===== src/csr_pkg.sv =====
// Package with register map, field layout and constants of the current scale and coil voltage slice
package csr_pkg;

  // ==========================================================
  // Frame and register map
  localparam int DATA_W = 16;
  localparam int ADDR_W = 6;
  localparam logic [ADDR_W-1:0] ADDR_AMP_CFG = 6'h08;
  localparam logic [ADDR_W-1:0] ADDR_CV_ZERO = 6'h09;
  localparam int PAR_BIT = 0;

  // ==========================================================
  // Field layout
  localparam int HOLD_LSB = 12;
  localparam int HOLD_W = 4;
  localparam int RUN_LSB = 1;
  localparam int RUN_W = 4;
  localparam int CV_LSB = 1;
  localparam int CV_W = 10;
  localparam int PTR_W = 2;

  // ==========================================================
  // Reset values and codes
  localparam logic [DATA_W-1:0] AMP_CFG_RST = 16'h0000;
  localparam logic [DATA_W-1:0] CV_ZERO_RST = 16'h0000;
  localparam logic [HOLD_W-1:0] HOLD_RST = 4'h0;
  localparam logic [RUN_W-1:0] RUN_RST = 4'h0;
  localparam logic [CV_W-1:0] CV_RST = 10'h000;
  localparam logic [PTR_W-1:0] PTR_ZERO_DEG = 2'h0;
  localparam logic PARITY_ODD_DEF = 1'b1;

  // ==========================================================
  // Measurement constants
  localparam int SUPPLY_FULL_SCALE_MV = 28000;
  localparam int PHASE_ZERO = 0;
  localparam int PHASE_W_DEF = 6;
  localparam int AVG_LOG2_DEF = 3;

  typedef enum logic [1:0] {
    CSR_AVG_IDLE = 2'b00,
    CSR_AVG_RUN = 2'b01,
    CSR_AVG_DONE = 2'b10
  } csr_avg_state_t;

endpackage : csr_pkg


===== src/csr_avg_if.sv =====
// Interface between the register slice and its coil voltage averager
`timescale 1ns/1ps
interface csr_avg_if;
  import csr_pkg::*;
  logic [CV_W-1:0] sample;
  logic sample_valid;
  logic window;
  logic enable;
  logic [CV_W-1:0] result;
  logic result_valid;

  modport avg (
    input sample,
    input sample_valid,
    input window,
    input enable,
    output result,
    output result_valid
  );

  modport host (
    output sample,
    output sample_valid,
    output window,
    output enable,
    input result,
    input result_valid
  );
endinterface : csr_avg_if


===== src/csr_amp_cv_regs.sv =====
// Current amplitude configuration and zero degree coil voltage registers
// Functional notes
// - Address 0x08 selects the current amplitude configuration register with hold and run fields.
// - The hold amplitude field is 4 bits at bits 15 to 12, writable and readable.
// - In hold operation the current reference full scale follows the hold amplitude field.
// - The run amplitude field is 4 bits at bits 4 to 1, writable and readable.
// - In run operation the current reference full scale follows the run amplitude field.
// - Address 0x09 returns the read-only 10-bit zero degree coil voltage at bits 10 to 1.
// - The zero degree result is loaded with an average taken during the phase zero microstep.
// - The 10-bit result code is scaled so that full scale equals 28 V supply.
// - Coil voltage is captured only while the capture enable bit is set.
// - The 2-bit latest update pointer reads 00 when the zero degree result was updated last.
`timescale 1ns/1ps
module csr_amp_cv_regs
  import csr_pkg::*;
#(
  parameter int PHASE_W = PHASE_W_DEF,
  parameter int AVG_LOG2 = AVG_LOG2_DEF,
  parameter logic PARITY_ODD = PARITY_ODD_DEF
) (
  // Clock and control
  input wire logic clk,
  input wire logic reset,
  input wire logic ce,
  // Register access from the serial frame decoder
  input wire logic acc_valid,
  input wire logic acc_write,
  input wire logic [ADDR_W-1:0] acc_addr,
  input wire logic [DATA_W-1:0] acc_wdata,
  output logic [DATA_W-1:0] acc_rdata,
  output logic acc_rvalid,
  output logic acc_parity_err,
  // Motor state inputs
  input wire logic hold_mode,
  input wire logic capture_enable_bit,
  input wire logic [PHASE_W-1:0] phase_count,
  // Coil voltage converter samples
  input wire logic [CV_W-1:0] adc_sample,
  input wire logic adc_sample_valid,
  // Updates of the other coil voltage results
  input wire logic other_update,
  input wire logic [PTR_W-1:0] other_ptr,
  // Outputs toward current generator and control logic
  output logic [HOLD_W-1:0] full_scale_sel,
  output logic [HOLD_W-1:0] hold_amplitude_sel,
  output logic [RUN_W-1:0] run_amplitude_sel,
  output logic [CV_W-1:0] coil_voltage_result,
  output logic [PTR_W-1:0] latest_update_pointer,
  output logic cv_update
);

  // ==========================================================
  // Parity helper
  function automatic logic frame_parity(input logic [DATA_W-1:1] w);
    frame_parity = (^w) ^ PARITY_ODD;
  endfunction : frame_parity

  // ==========================================================
  // Declarations
  logic [HOLD_W-1:0] hold_q, hold_d;
  logic [RUN_W-1:0] run_q, run_d;
  logic [CV_W-1:0] cv_q, cv_d;
  logic [PTR_W-1:0] ptr_q, ptr_d;
  logic cv_upd_q, cv_upd_d;
  logic [DATA_W-1:0] rdata_q, rdata_d;
  logic rvalid_q, rvalid_d;
  logic perr_q, perr_d;
  logic [HOLD_W-1:0] fs_q, fs_d;
  logic [DATA_W-1:0] amp_word;
  logic [DATA_W-1:0] cv_word;
  logic wr_parity_ok;
  logic wr_amp;

  csr_avg_if avg_bus ();

  // ==========================================================
  // Averager link
  assign avg_bus.sample = adc_sample;
  assign avg_bus.sample_valid = adc_sample_valid;
  assign avg_bus.window = (phase_count == PHASE_W'(PHASE_ZERO));
  assign avg_bus.enable = capture_enable_bit;

  csr_averager #(
    .AVG_LOG2(AVG_LOG2)
  ) u_avg (
    .clk(clk),
    .reset(reset),
    .ce(ce),
    .bus(avg_bus)
  );

  // ==========================================================
  // Read images
  always_comb begin
    amp_word = AMP_CFG_RST;
    amp_word[HOLD_LSB +: HOLD_W] = hold_q;
    amp_word[RUN_LSB +: RUN_W] = run_q;
    amp_word[PAR_BIT] = frame_parity(amp_word[DATA_W-1:1]);
  end

  always_comb begin
    cv_word = CV_ZERO_RST;
    cv_word[CV_LSB +: CV_W] = cv_q;
    cv_word[PAR_BIT] = frame_parity(cv_word[DATA_W-1:1]);
  end

  // ==========================================================
  // Write decode
  // Frames with bad parity are not applied
  always_comb begin
    wr_parity_ok = (acc_wdata[PAR_BIT] == frame_parity(acc_wdata[DATA_W-1:1]));
    wr_amp = acc_valid && acc_write && wr_parity_ok && (acc_addr == ADDR_AMP_CFG);
  end

  // ==========================================================
  // Amplitude configuration
  always_comb begin
    hold_d = hold_q;
    run_d = run_q;
    if (wr_amp) begin
      hold_d = acc_wdata[HOLD_LSB +: HOLD_W];
      run_d = acc_wdata[RUN_LSB +: RUN_W];
    end
  end

  always_ff @(posedge clk) begin
    if (reset) begin
      hold_q <= HOLD_RST;
      run_q <= RUN_RST;
    end else if (ce) begin
      hold_q <= hold_d;
      run_q <= run_d;
    end
  end

  // ==========================================================
  // Full scale selection for the current reference generator
  always_comb begin
    if (hold_mode) begin
      fs_d = hold_q;
    end else begin
      fs_d = HOLD_W'(run_q);
    end
  end

  always_ff @(posedge clk) begin
    if (reset) begin
      fs_q <= RUN_RST;
    end else if (ce) begin
      fs_q <= fs_d;
    end
  end

  // ==========================================================
  // Zero degree result and latest update pointer
  // Own result wins over another result in the same cycle
  always_comb begin
    cv_d = cv_q;
    ptr_d = ptr_q;
    cv_upd_d = 1'b0;
    if (avg_bus.result_valid) begin
      cv_d = avg_bus.result;
      ptr_d = PTR_ZERO_DEG;
      cv_upd_d = 1'b1;
    end else if (other_update) begin
      ptr_d = other_ptr;
    end
  end

  always_ff @(posedge clk) begin
    if (reset) begin
      cv_q <= CV_RST;
      ptr_q <= PTR_ZERO_DEG;
      cv_upd_q <= 1'b0;
    end else if (ce) begin
      cv_q <= cv_d;
      ptr_q <= ptr_d;
      cv_upd_q <= cv_upd_d;
    end
  end

  // ==========================================================
  // Read answer
  // Every frame returns contents before its own write
  always_comb begin
    rdata_d = rdata_q;
    rvalid_d = 1'b0;
    perr_d = 1'b0;
    if (acc_valid) begin
      rvalid_d = 1'b1;
      perr_d = acc_write && !wr_parity_ok;
      case (acc_addr)
        ADDR_AMP_CFG: begin
          rdata_d = amp_word;
        end
        ADDR_CV_ZERO: begin
          rdata_d = cv_word;
        end
        default: begin
          rdata_d = '0;
          rdata_d[PAR_BIT] = frame_parity(rdata_d[DATA_W-1:1]);
        end
      endcase
    end
  end

  always_ff @(posedge clk) begin
    if (reset) begin
      rdata_q <= '0;
      rvalid_q <= 1'b0;
      perr_q <= 1'b0;
    end else if (ce) begin
      rdata_q <= rdata_d;
      rvalid_q <= rvalid_d;
      perr_q <= perr_d;
    end
  end

  // ==========================================================
  // Outputs
  assign acc_rdata = rdata_q;
  assign acc_rvalid = rvalid_q;
  assign acc_parity_err = perr_q;
  assign full_scale_sel = fs_q;
  assign hold_amplitude_sel = hold_q;
  assign run_amplitude_sel = run_q;
  assign coil_voltage_result = cv_q;
  assign latest_update_pointer = ptr_q;
  assign cv_update = cv_upd_q;

endmodule : csr_amp_cv_regs


===== src/csr_averager.sv =====
// Averager of coil voltage samples over the zero phase microstep
`timescale 1ns/1ps
module csr_averager
  import csr_pkg::*;
#(
  parameter int AVG_LOG2 = AVG_LOG2_DEF
) (
  // Clock and control
  input wire logic clk,
  input wire logic reset,
  input wire logic ce,
  // Samples in, average out
  csr_avg_if.avg bus
);

  localparam int SUM_W = CV_W + AVG_LOG2;
  localparam logic [AVG_LOG2-1:0] CNT_LAST = {AVG_LOG2{1'b1}};

  csr_avg_state_t state_q, state_d;
  logic [SUM_W-1:0] sum_q, sum_d;
  logic [AVG_LOG2-1:0] cnt_q, cnt_d;
  logic [CV_W-1:0] res_q, res_d;
  logic res_valid_q, res_valid_d;
  logic [SUM_W-1:0] sum_add;

  // ==========================================================
  // Next state
  always_comb begin
    state_d = state_q;
    sum_d = sum_q;
    cnt_d = cnt_q;
    res_d = res_q;
    res_valid_d = 1'b0;
    sum_add = sum_q + SUM_W'(bus.sample);
    case (state_q)
      CSR_AVG_IDLE: begin
        if (bus.enable && bus.window) begin
          state_d = CSR_AVG_RUN;
          sum_d = '0;
          cnt_d = '0;
        end
      end
      CSR_AVG_RUN: begin
        // Step left phase zero or capture disabled: drop partial sum
        if (!bus.enable || !bus.window) begin
          state_d = CSR_AVG_IDLE;
        end else if (bus.sample_valid) begin
          sum_d = sum_add;
          cnt_d = cnt_q + 1'b1;
          if (cnt_q == CNT_LAST) begin
            // Mean of 2^AVG_LOG2 samples never exceeds the 28 V code
            res_d = sum_add[AVG_LOG2 +: CV_W];
            res_valid_d = 1'b1;
            state_d = CSR_AVG_DONE;
          end
        end
      end
      CSR_AVG_DONE: begin
        // One result per microstep
        if (!bus.window) begin
          state_d = CSR_AVG_IDLE;
        end
      end
      default: begin
        state_d = CSR_AVG_IDLE;
      end
    endcase
  end

  // ==========================================================
  // Registers
  always_ff @(posedge clk) begin
    if (reset) begin
      state_q <= CSR_AVG_IDLE;
      sum_q <= '0;
      cnt_q <= '0;
      res_q <= CV_RST;
      res_valid_q <= 1'b0;
    end else if (ce) begin
      state_q <= state_d;
      sum_q <= sum_d;
      cnt_q <= cnt_d;
      res_q <= res_d;
      res_valid_q <= res_valid_d;
    end
  end

  assign bus.result = res_q;
  assign bus.result_valid = res_valid_q;

endmodule : csr_averager


===== config.mk =====
export PLATFORM = sky130hd
export DESIGN_NAME = csr_amp_cv_regs
export DESIGN_NICKNAME = d
export VERILOG_FILES = /design/src/csr_pkg.sv /design/src/csr_avg_if.sv /design/src/csr_amp_cv_regs.sv /design/src/csr_averager.sv
export SDC_FILE = /design/constraint.sdc
export NUM_CORES = 1
export LEC_CHECK = 0
export BUFFER_PORTS_ARGS = -buffer_cell sky130_fd_sc_hd__buf_2
export CAP_MARGIN = 20
export CORE_AREA = 2 2 90 92
export CTS_CLUSTER_SIZE = 24
export DETAILED_ROUTE_END_ITERATION = 16
export DIE_AREA = 0 0 92 94
export PLACE_DENSITY = 0.74
export SLEW_MARGIN = 20
export SYNTH_ARGS = -nofsm -noshare
export SYNTH_HDL_FRONTEND = slang
export SYNTH_SLANG_ARGS = --single-unit

===== constraint.sdc =====
create_clock -name clk -period 2.81 [get_ports clk]
set_input_delay 0 -clock clk [delete_from_list [all_inputs] [get_ports clk]]
set_output_delay 0 -clock clk [all_outputs]
set_load 0.01 [all_outputs]

* After elaboration in Yosys (flattened, before gate mapping)
Index checks and enable logic that the tools add are counted.
** Storage, ports and cells
- Register bits :: 72
- Bits of input ports :: 49
** Cells by class
- $add $sub $neg :: 2
- Equal/unequal tests :: 12
- Mux-type cells :: 25
- Bitwise operators :: 4
- Reductions and logical operators :: 23
** Operators by type and width (number)
- $reduce_xor A15 Y1 :: 3
- $mux W13 :: 3
- $pmux W16 S2 :: 1
- $pmux W13 S2 :: 1
- $reduce_and A5 Y1 :: 3
- $mux W2 :: 7
- $add A13 B10 Y13 :: 1
- $eq A6 B4 Y1 const B :: 2
- $mux W3 :: 3
- $reduce_and A2 Y1 :: 4
- $mux W1 :: 7
- $logic_not A6 Y1 :: 1
- $ne A2 B2 Y1 const B :: 3
- $pmux W2 S3 :: 1
- $pmux W3 S2 :: 1
- $logic_and A1 B1 Y1 :: 5
- $mux W4 :: 1
- $not A1 Y1 :: 4
- $reduce_bool A2 Y1 :: 2
- $add A3 B1 Y3 const B :: 1
- $eq A3 B3 Y1 const B :: 1
- $logic_not A1 Y1 :: 3
- $ne A3 B1 Y1 const B :: 1
- $ne A3 B2 Y1 const B :: 1
- other kinds (6) :: 6

* Depth between registers and ports, before layout
- Depth in word-level cells :: 6
- Gate-level depth with buffers :: 8

* Modules after synthesis
A second synthesis with hierarchy kept.
** Unflattened totals
- Cell total of the unflattened synthesis :: 437
- Area, all modules :: 3717.3 µm²
** By module, submodules not included
- csr_amp_cv_regs :: times used 1, cells each 226, area each 1955.6 µm²
- csr_averager :: times used 1, cells each 211, area each 1761.7 µm²

* Worst setup path after synthesis
Ideal clock, no wire load.
- Path kind :: register to register
- Start :: register u_avg.sum_q[0]
- End :: register u_avg.sum_q[10]
- Library setup time :: 0.132 ns
- Arrival :: 1.918 ns
- Required time :: 2.678 ns
- Path slack :: 0.760 ns
- Cell stages (with the launch flop) :: 9
- Buffers on the path :: 0
- Clock period less this slack :: 2.050 ns
- Cell sequence :: dfxtp_1 -> ha_1 -> fa_1 -> a21o_1 -> a21oi_1 -> o21ai_1 -> a21oi_1 -> mux2i_1 -> a21oi_1
** On the way
- Longest elaborated chain between the ends :: 4
** Ends and longest elaborated chain
- start: declaration :: line csr_averager.sv:20 : logic [SUM_W-1:0] sum_q, sum_d;
- start signal: assignment :: line csr_averager.sv:81 : sum_q <= sum_d;
- $add A13 B10 Y13 :: line csr_averager.sv:34 : sum_add = sum_q + SUM_W'(bus.sample);
- $mux W13 :: line csr_averager.sv:47 : end else if (bus.sample_valid) begin
- $mux W13 :: line csr_averager.sv:45 : if (!bus.enable || !bus.window) begin
- $pmux W13 S2 :: line csr_averager.sv:35 : case (state_q)
No other way between the ends. The select of a mux whose other input is x is not followed.
A chain may end at the register's enable or synchronous reset.

* Final worst setup path
Ends and elaborated chain as after synthesis.

==> impl_metrics.tcl <==
set metrics [dict create \
    worstSetupEndpointType "flop" \
    report.final.slew_viol_count 0 \
    worst-path-max-fanout 7 \
    finalSetupTns_ps 0 \
    ys_warn_count 0 \
    p_per_area_nw_per_um2 465 \
    cts_root_cell "clkbuf_8" \
    dr.pass1.iters 5 \
    gr-usage-all-layers 0.214 \
    leakage_power_total_nw 1.88 \
    final_net_count 593 \
    finalCritPeriodShare 0.812 \
    design.core.area_sq_um 7610 \
    detail_route.wl_per_cell_microns 14.1 \
    status "finished, final reports clean" \
    critical_path.max_stage_delay_ps 420 \
    fin_worst_skew_ps 12.5 \
    port-buffer-count 90 \
    antenna-diode-count 0 \
    worst-endpoint-arrival_ps 2490 \
    r2r_end "u_avg.sum_q[10]" \
    dpl-instance-area_sq_um 4220 \
    critical_path_buf_inv_count 0 \
    worstRegToRegCells 8 \
    yosys_top_cell_area_share 0.382 \
    sequential_share_of_the_synthesized_area 0.382 \
    syn_area_per_cell_sq_um 8.46 \
    critical_path.top_delay_family "compound AO/OA/AOI/OAI gates" \
    grt_remaining_overflow 0 \
    worstSetupPathDepth 8 \
    setup.worst_path.start "u_avg.sum_q[0]" \
    synth_enable_flop_cells 0 \
    floorplan.initialDensity 0.489 \
    fmax_ghz 0.438 \
    r2r_setup_slack_ps 530 \
    period_needed_ps 2280 \
    drt_wl_total_mm 8.98 \
    design.portCount 92 \
    report.final.hold_viol_count 0 \
    cts_tree "built" \
    max-vdd-ir-drop_mv 0.297 \
    yosys_most_used_dff "dfxtp_1" \
    path_cells "ha_1 > fa_1 > a21o_1 > a21oi_1 > o21ai_1 > a21oi_1 > mux2i_1 > a21oi_1" \
    netlist_top_cells_count "dfxtp_1 (71), a21oi_1 (52), nand2_1 (47), nor2_1 (42), xnor2_1 (27)" \
    design_power_total_mw 2.10 \
    tightestPinTransition_ps 710 \
    worst_setup_path_endpoint "u_avg.sum_q[10]" \
    multiInputGateArea_sq_um 2170 \
    cts.reportedPaths.clkPinSlew_ps 80 \
    clkSinkCount 71 \
    filler_cell_count 703 \
    drt_first_iter_violations 160 \
    proportion_of_synthesized_flip_flops_having_asynchronous_set_or_reset 0 \
    cts_hold_buf 12 \
    syn_area_sq_um 3720 \
    critical-path-top-cell-by-count "a21oi_1" \
    synthTopCellsByArea "dfxtp_1 (38%), a21oi_1 (7.0%), xnor2_1 (6.4%), nand2_1 (4.7%), nor2_1 (4.2%)" \
    layout-drive-gt1-share 0.218 \
    route.detailed.vias_per_inst 5.42 \
    worstSkewPairLatency_ps 350 \
    vias 3458 \
    area.growth.synth_to_final_pct 21.6 \
    post_synth_num_cell_types 49 \
    setup_viol 0 \
    post_cts.repair.setup_buffers 0 \
    grt_first_pass_wirelength_mm 14.9 \
    timing.critical_path.required_ps 3020 \
    timing.slew.headroom 0.526 \
    number_of_global_route_vias_before_repair 3297 \
    synthCells 440 \
    pin_count_of_the_biggest_net_entering_global_routing 45 \
    htree_num_levels 3 \
    finalInstanceArea_sq_um 4530 \
    cts_made_buffers 9 \
    die-width_microns 92 \
    ys_seq_elements 71 \
    post-route-drc-count 0 \
    hp-class "in -> reg" \
    place_hpwl_mm 6.56 \
    cts-root-to-sink-buffers 2 \
    synth.net_count 502 \
    max_cap_violations 0 \
    critical_path.startpoint_type "flop" \
    crit_slowest_cell "fa_1" \
    row_count 32 \
    critical_path_class "reg -> reg" \
    overall_die_height_microns 94 \
    floorplan.die_area_sq_um 8650 \
    final_antenna_net_count 0 \
    gpl.final_weighted_congestion 0.906 \
    most_area_hungry_cell_type_in_the_yosys_netlist "dfxtp_1" \
    r2r-start "u_avg.sum_q[0]" \
    synthMostInstantiatedCell "dfxtp_1" \
    grt_setup_unrepaired "false" \
    layout.area.seq_sq_um 1420 \
    antenna_violations_before_repair 0 \
    ctsResizeCount 0 \
]
[kinds of logic after synthesis]
| group | share of synthesized area |
|---|---|
| AO/OA/AOI/OAI | 0.186 |
| XOR/XNOR | 0.108 |
| adder cells (fa/ha/maj) | 0.0457 |
| buffers and inverters | 0.0343 |
| flip-flops | 0.382 |
| multiplexers | 0.0269 |
| other | 0.00101 |
| AND/OR/NAND/NOR | 0.216 |
[routing by layer]
metal / vias up / global-route usage / wire length, microns
li1: 1751 / - / -
met1: 1579 / 0.258 / 3850
met2: 110 / 0.366 / 4340
met3: 18 / 0.0530 / 612
met4: 0 / 0.0896 / 179
met5: - / 0 / 0
[per-stage QoR]
step / setup slack (ps) / util / hold WS (ps) / instances
floorplan: 760 / - / 152 / 440
global placement: 606 / 0.555 / 283 / 610
detailed placement: 558 / 0.555 / 288 / 610
CTS: 535 / 0.595 / 14.8 / 638
global route: 398 / 0.595 / 48.9 / 638
finish: 529 / 0.595 / 17.2 / 638
[cell usage in the layout (no fill, tap or decap), types with 2 or more instances in the layout]
master,n
buf_2,90
dfxtp_1,71
a21oi_1,52
nand2_1,47
nor2_1,42
xnor2_1,27
nand3_1,21
o21ai_0,14
a22oi_1,13
ha_1,12
dlygate4sd3_1,12
nand3b_1,11
clkbuf_8,11
mux2i_1,10
a211oi_1,9
nor3_1,6
inv_1,6
and2_1,5
xor2_1,5
a21o_1,5
and3_1,5
o31ai_1,5
nand2b_1,4
xnor2_2,4
nand4b_1,4
o21ai_1,3
o21a_1,3
nand4_1,3
nor4b_1,3
inv_6,3
buf_4,3
or4_1,2
a2111oi_0,2
and4_1,2
or3_1,2
o21bai_1,2
o211ai_1,2
[final cells by class]
type                            count  share of cell area
Tap cell                          102              0.0282
Multi-Input combinational cell    338               0.480
Clock inverter                      5             0.00856
Sequential cell                    71               0.314
Clock buffer                       11              0.0334
Timing Repair Buffer              105               0.131
Inverter                            6             0.00497
[sequential cells by signal, summed over array words and instances (netlist names)]
| signal | flops |
|---|---|
| run_amplitude_sel | 4 |
| full_scale_sel | 4 |
| u_avg.bus.result_valid | 1 |
| hold_amplitude_sel | 4 |
| coil_voltage_result | 10 |
| u_avg.state_q | 2 |
| u_avg.bus.result | 10 |
| acc_rdata | 15 |
| latest_update_pointer | 2 |
| cv_update | 1 |
| u_avg.cnt_q | 3 |
| acc_rvalid | 1 |
| u_avg.sum_q | 13 |
| acc_parity_err | 1 |
[worst reg2reg max path: cells and delay by family, from the launching register on]
kind            cells  cell delay, ps
flops               1             320
mux                 1             190
compound gates      5            1000
fa+ha+maj           2             630
[report_power, final]
part           switching (mW)  internal (mW)
Sequential            0.00443           1.01
Combinational           0.181          0.135
Clock                   0.395          0.376
[worst min path at each step]
stage	to	start	slack [ps]	cells past startpoint
2_1_floorplan	hold_amplitude_sel[0]	acc_wdata[12]	150	2
3_3_place_gp	latest_update_pointer[0]	other_ptr[0]	280	3
3_5_place_dp	run_amplitude_sel[0]	acc_wdata[1]	290	3
4_1_cts	u_avg.sum_q[0]	adc_sample[0]	10	4
5_1_grt	u_avg.sum_q[0]	adc_sample[0]	50	4
6_report	u_avg.sum_q[0]	adc_sample[0]	20	4
(Power assumes the default switching activity.)
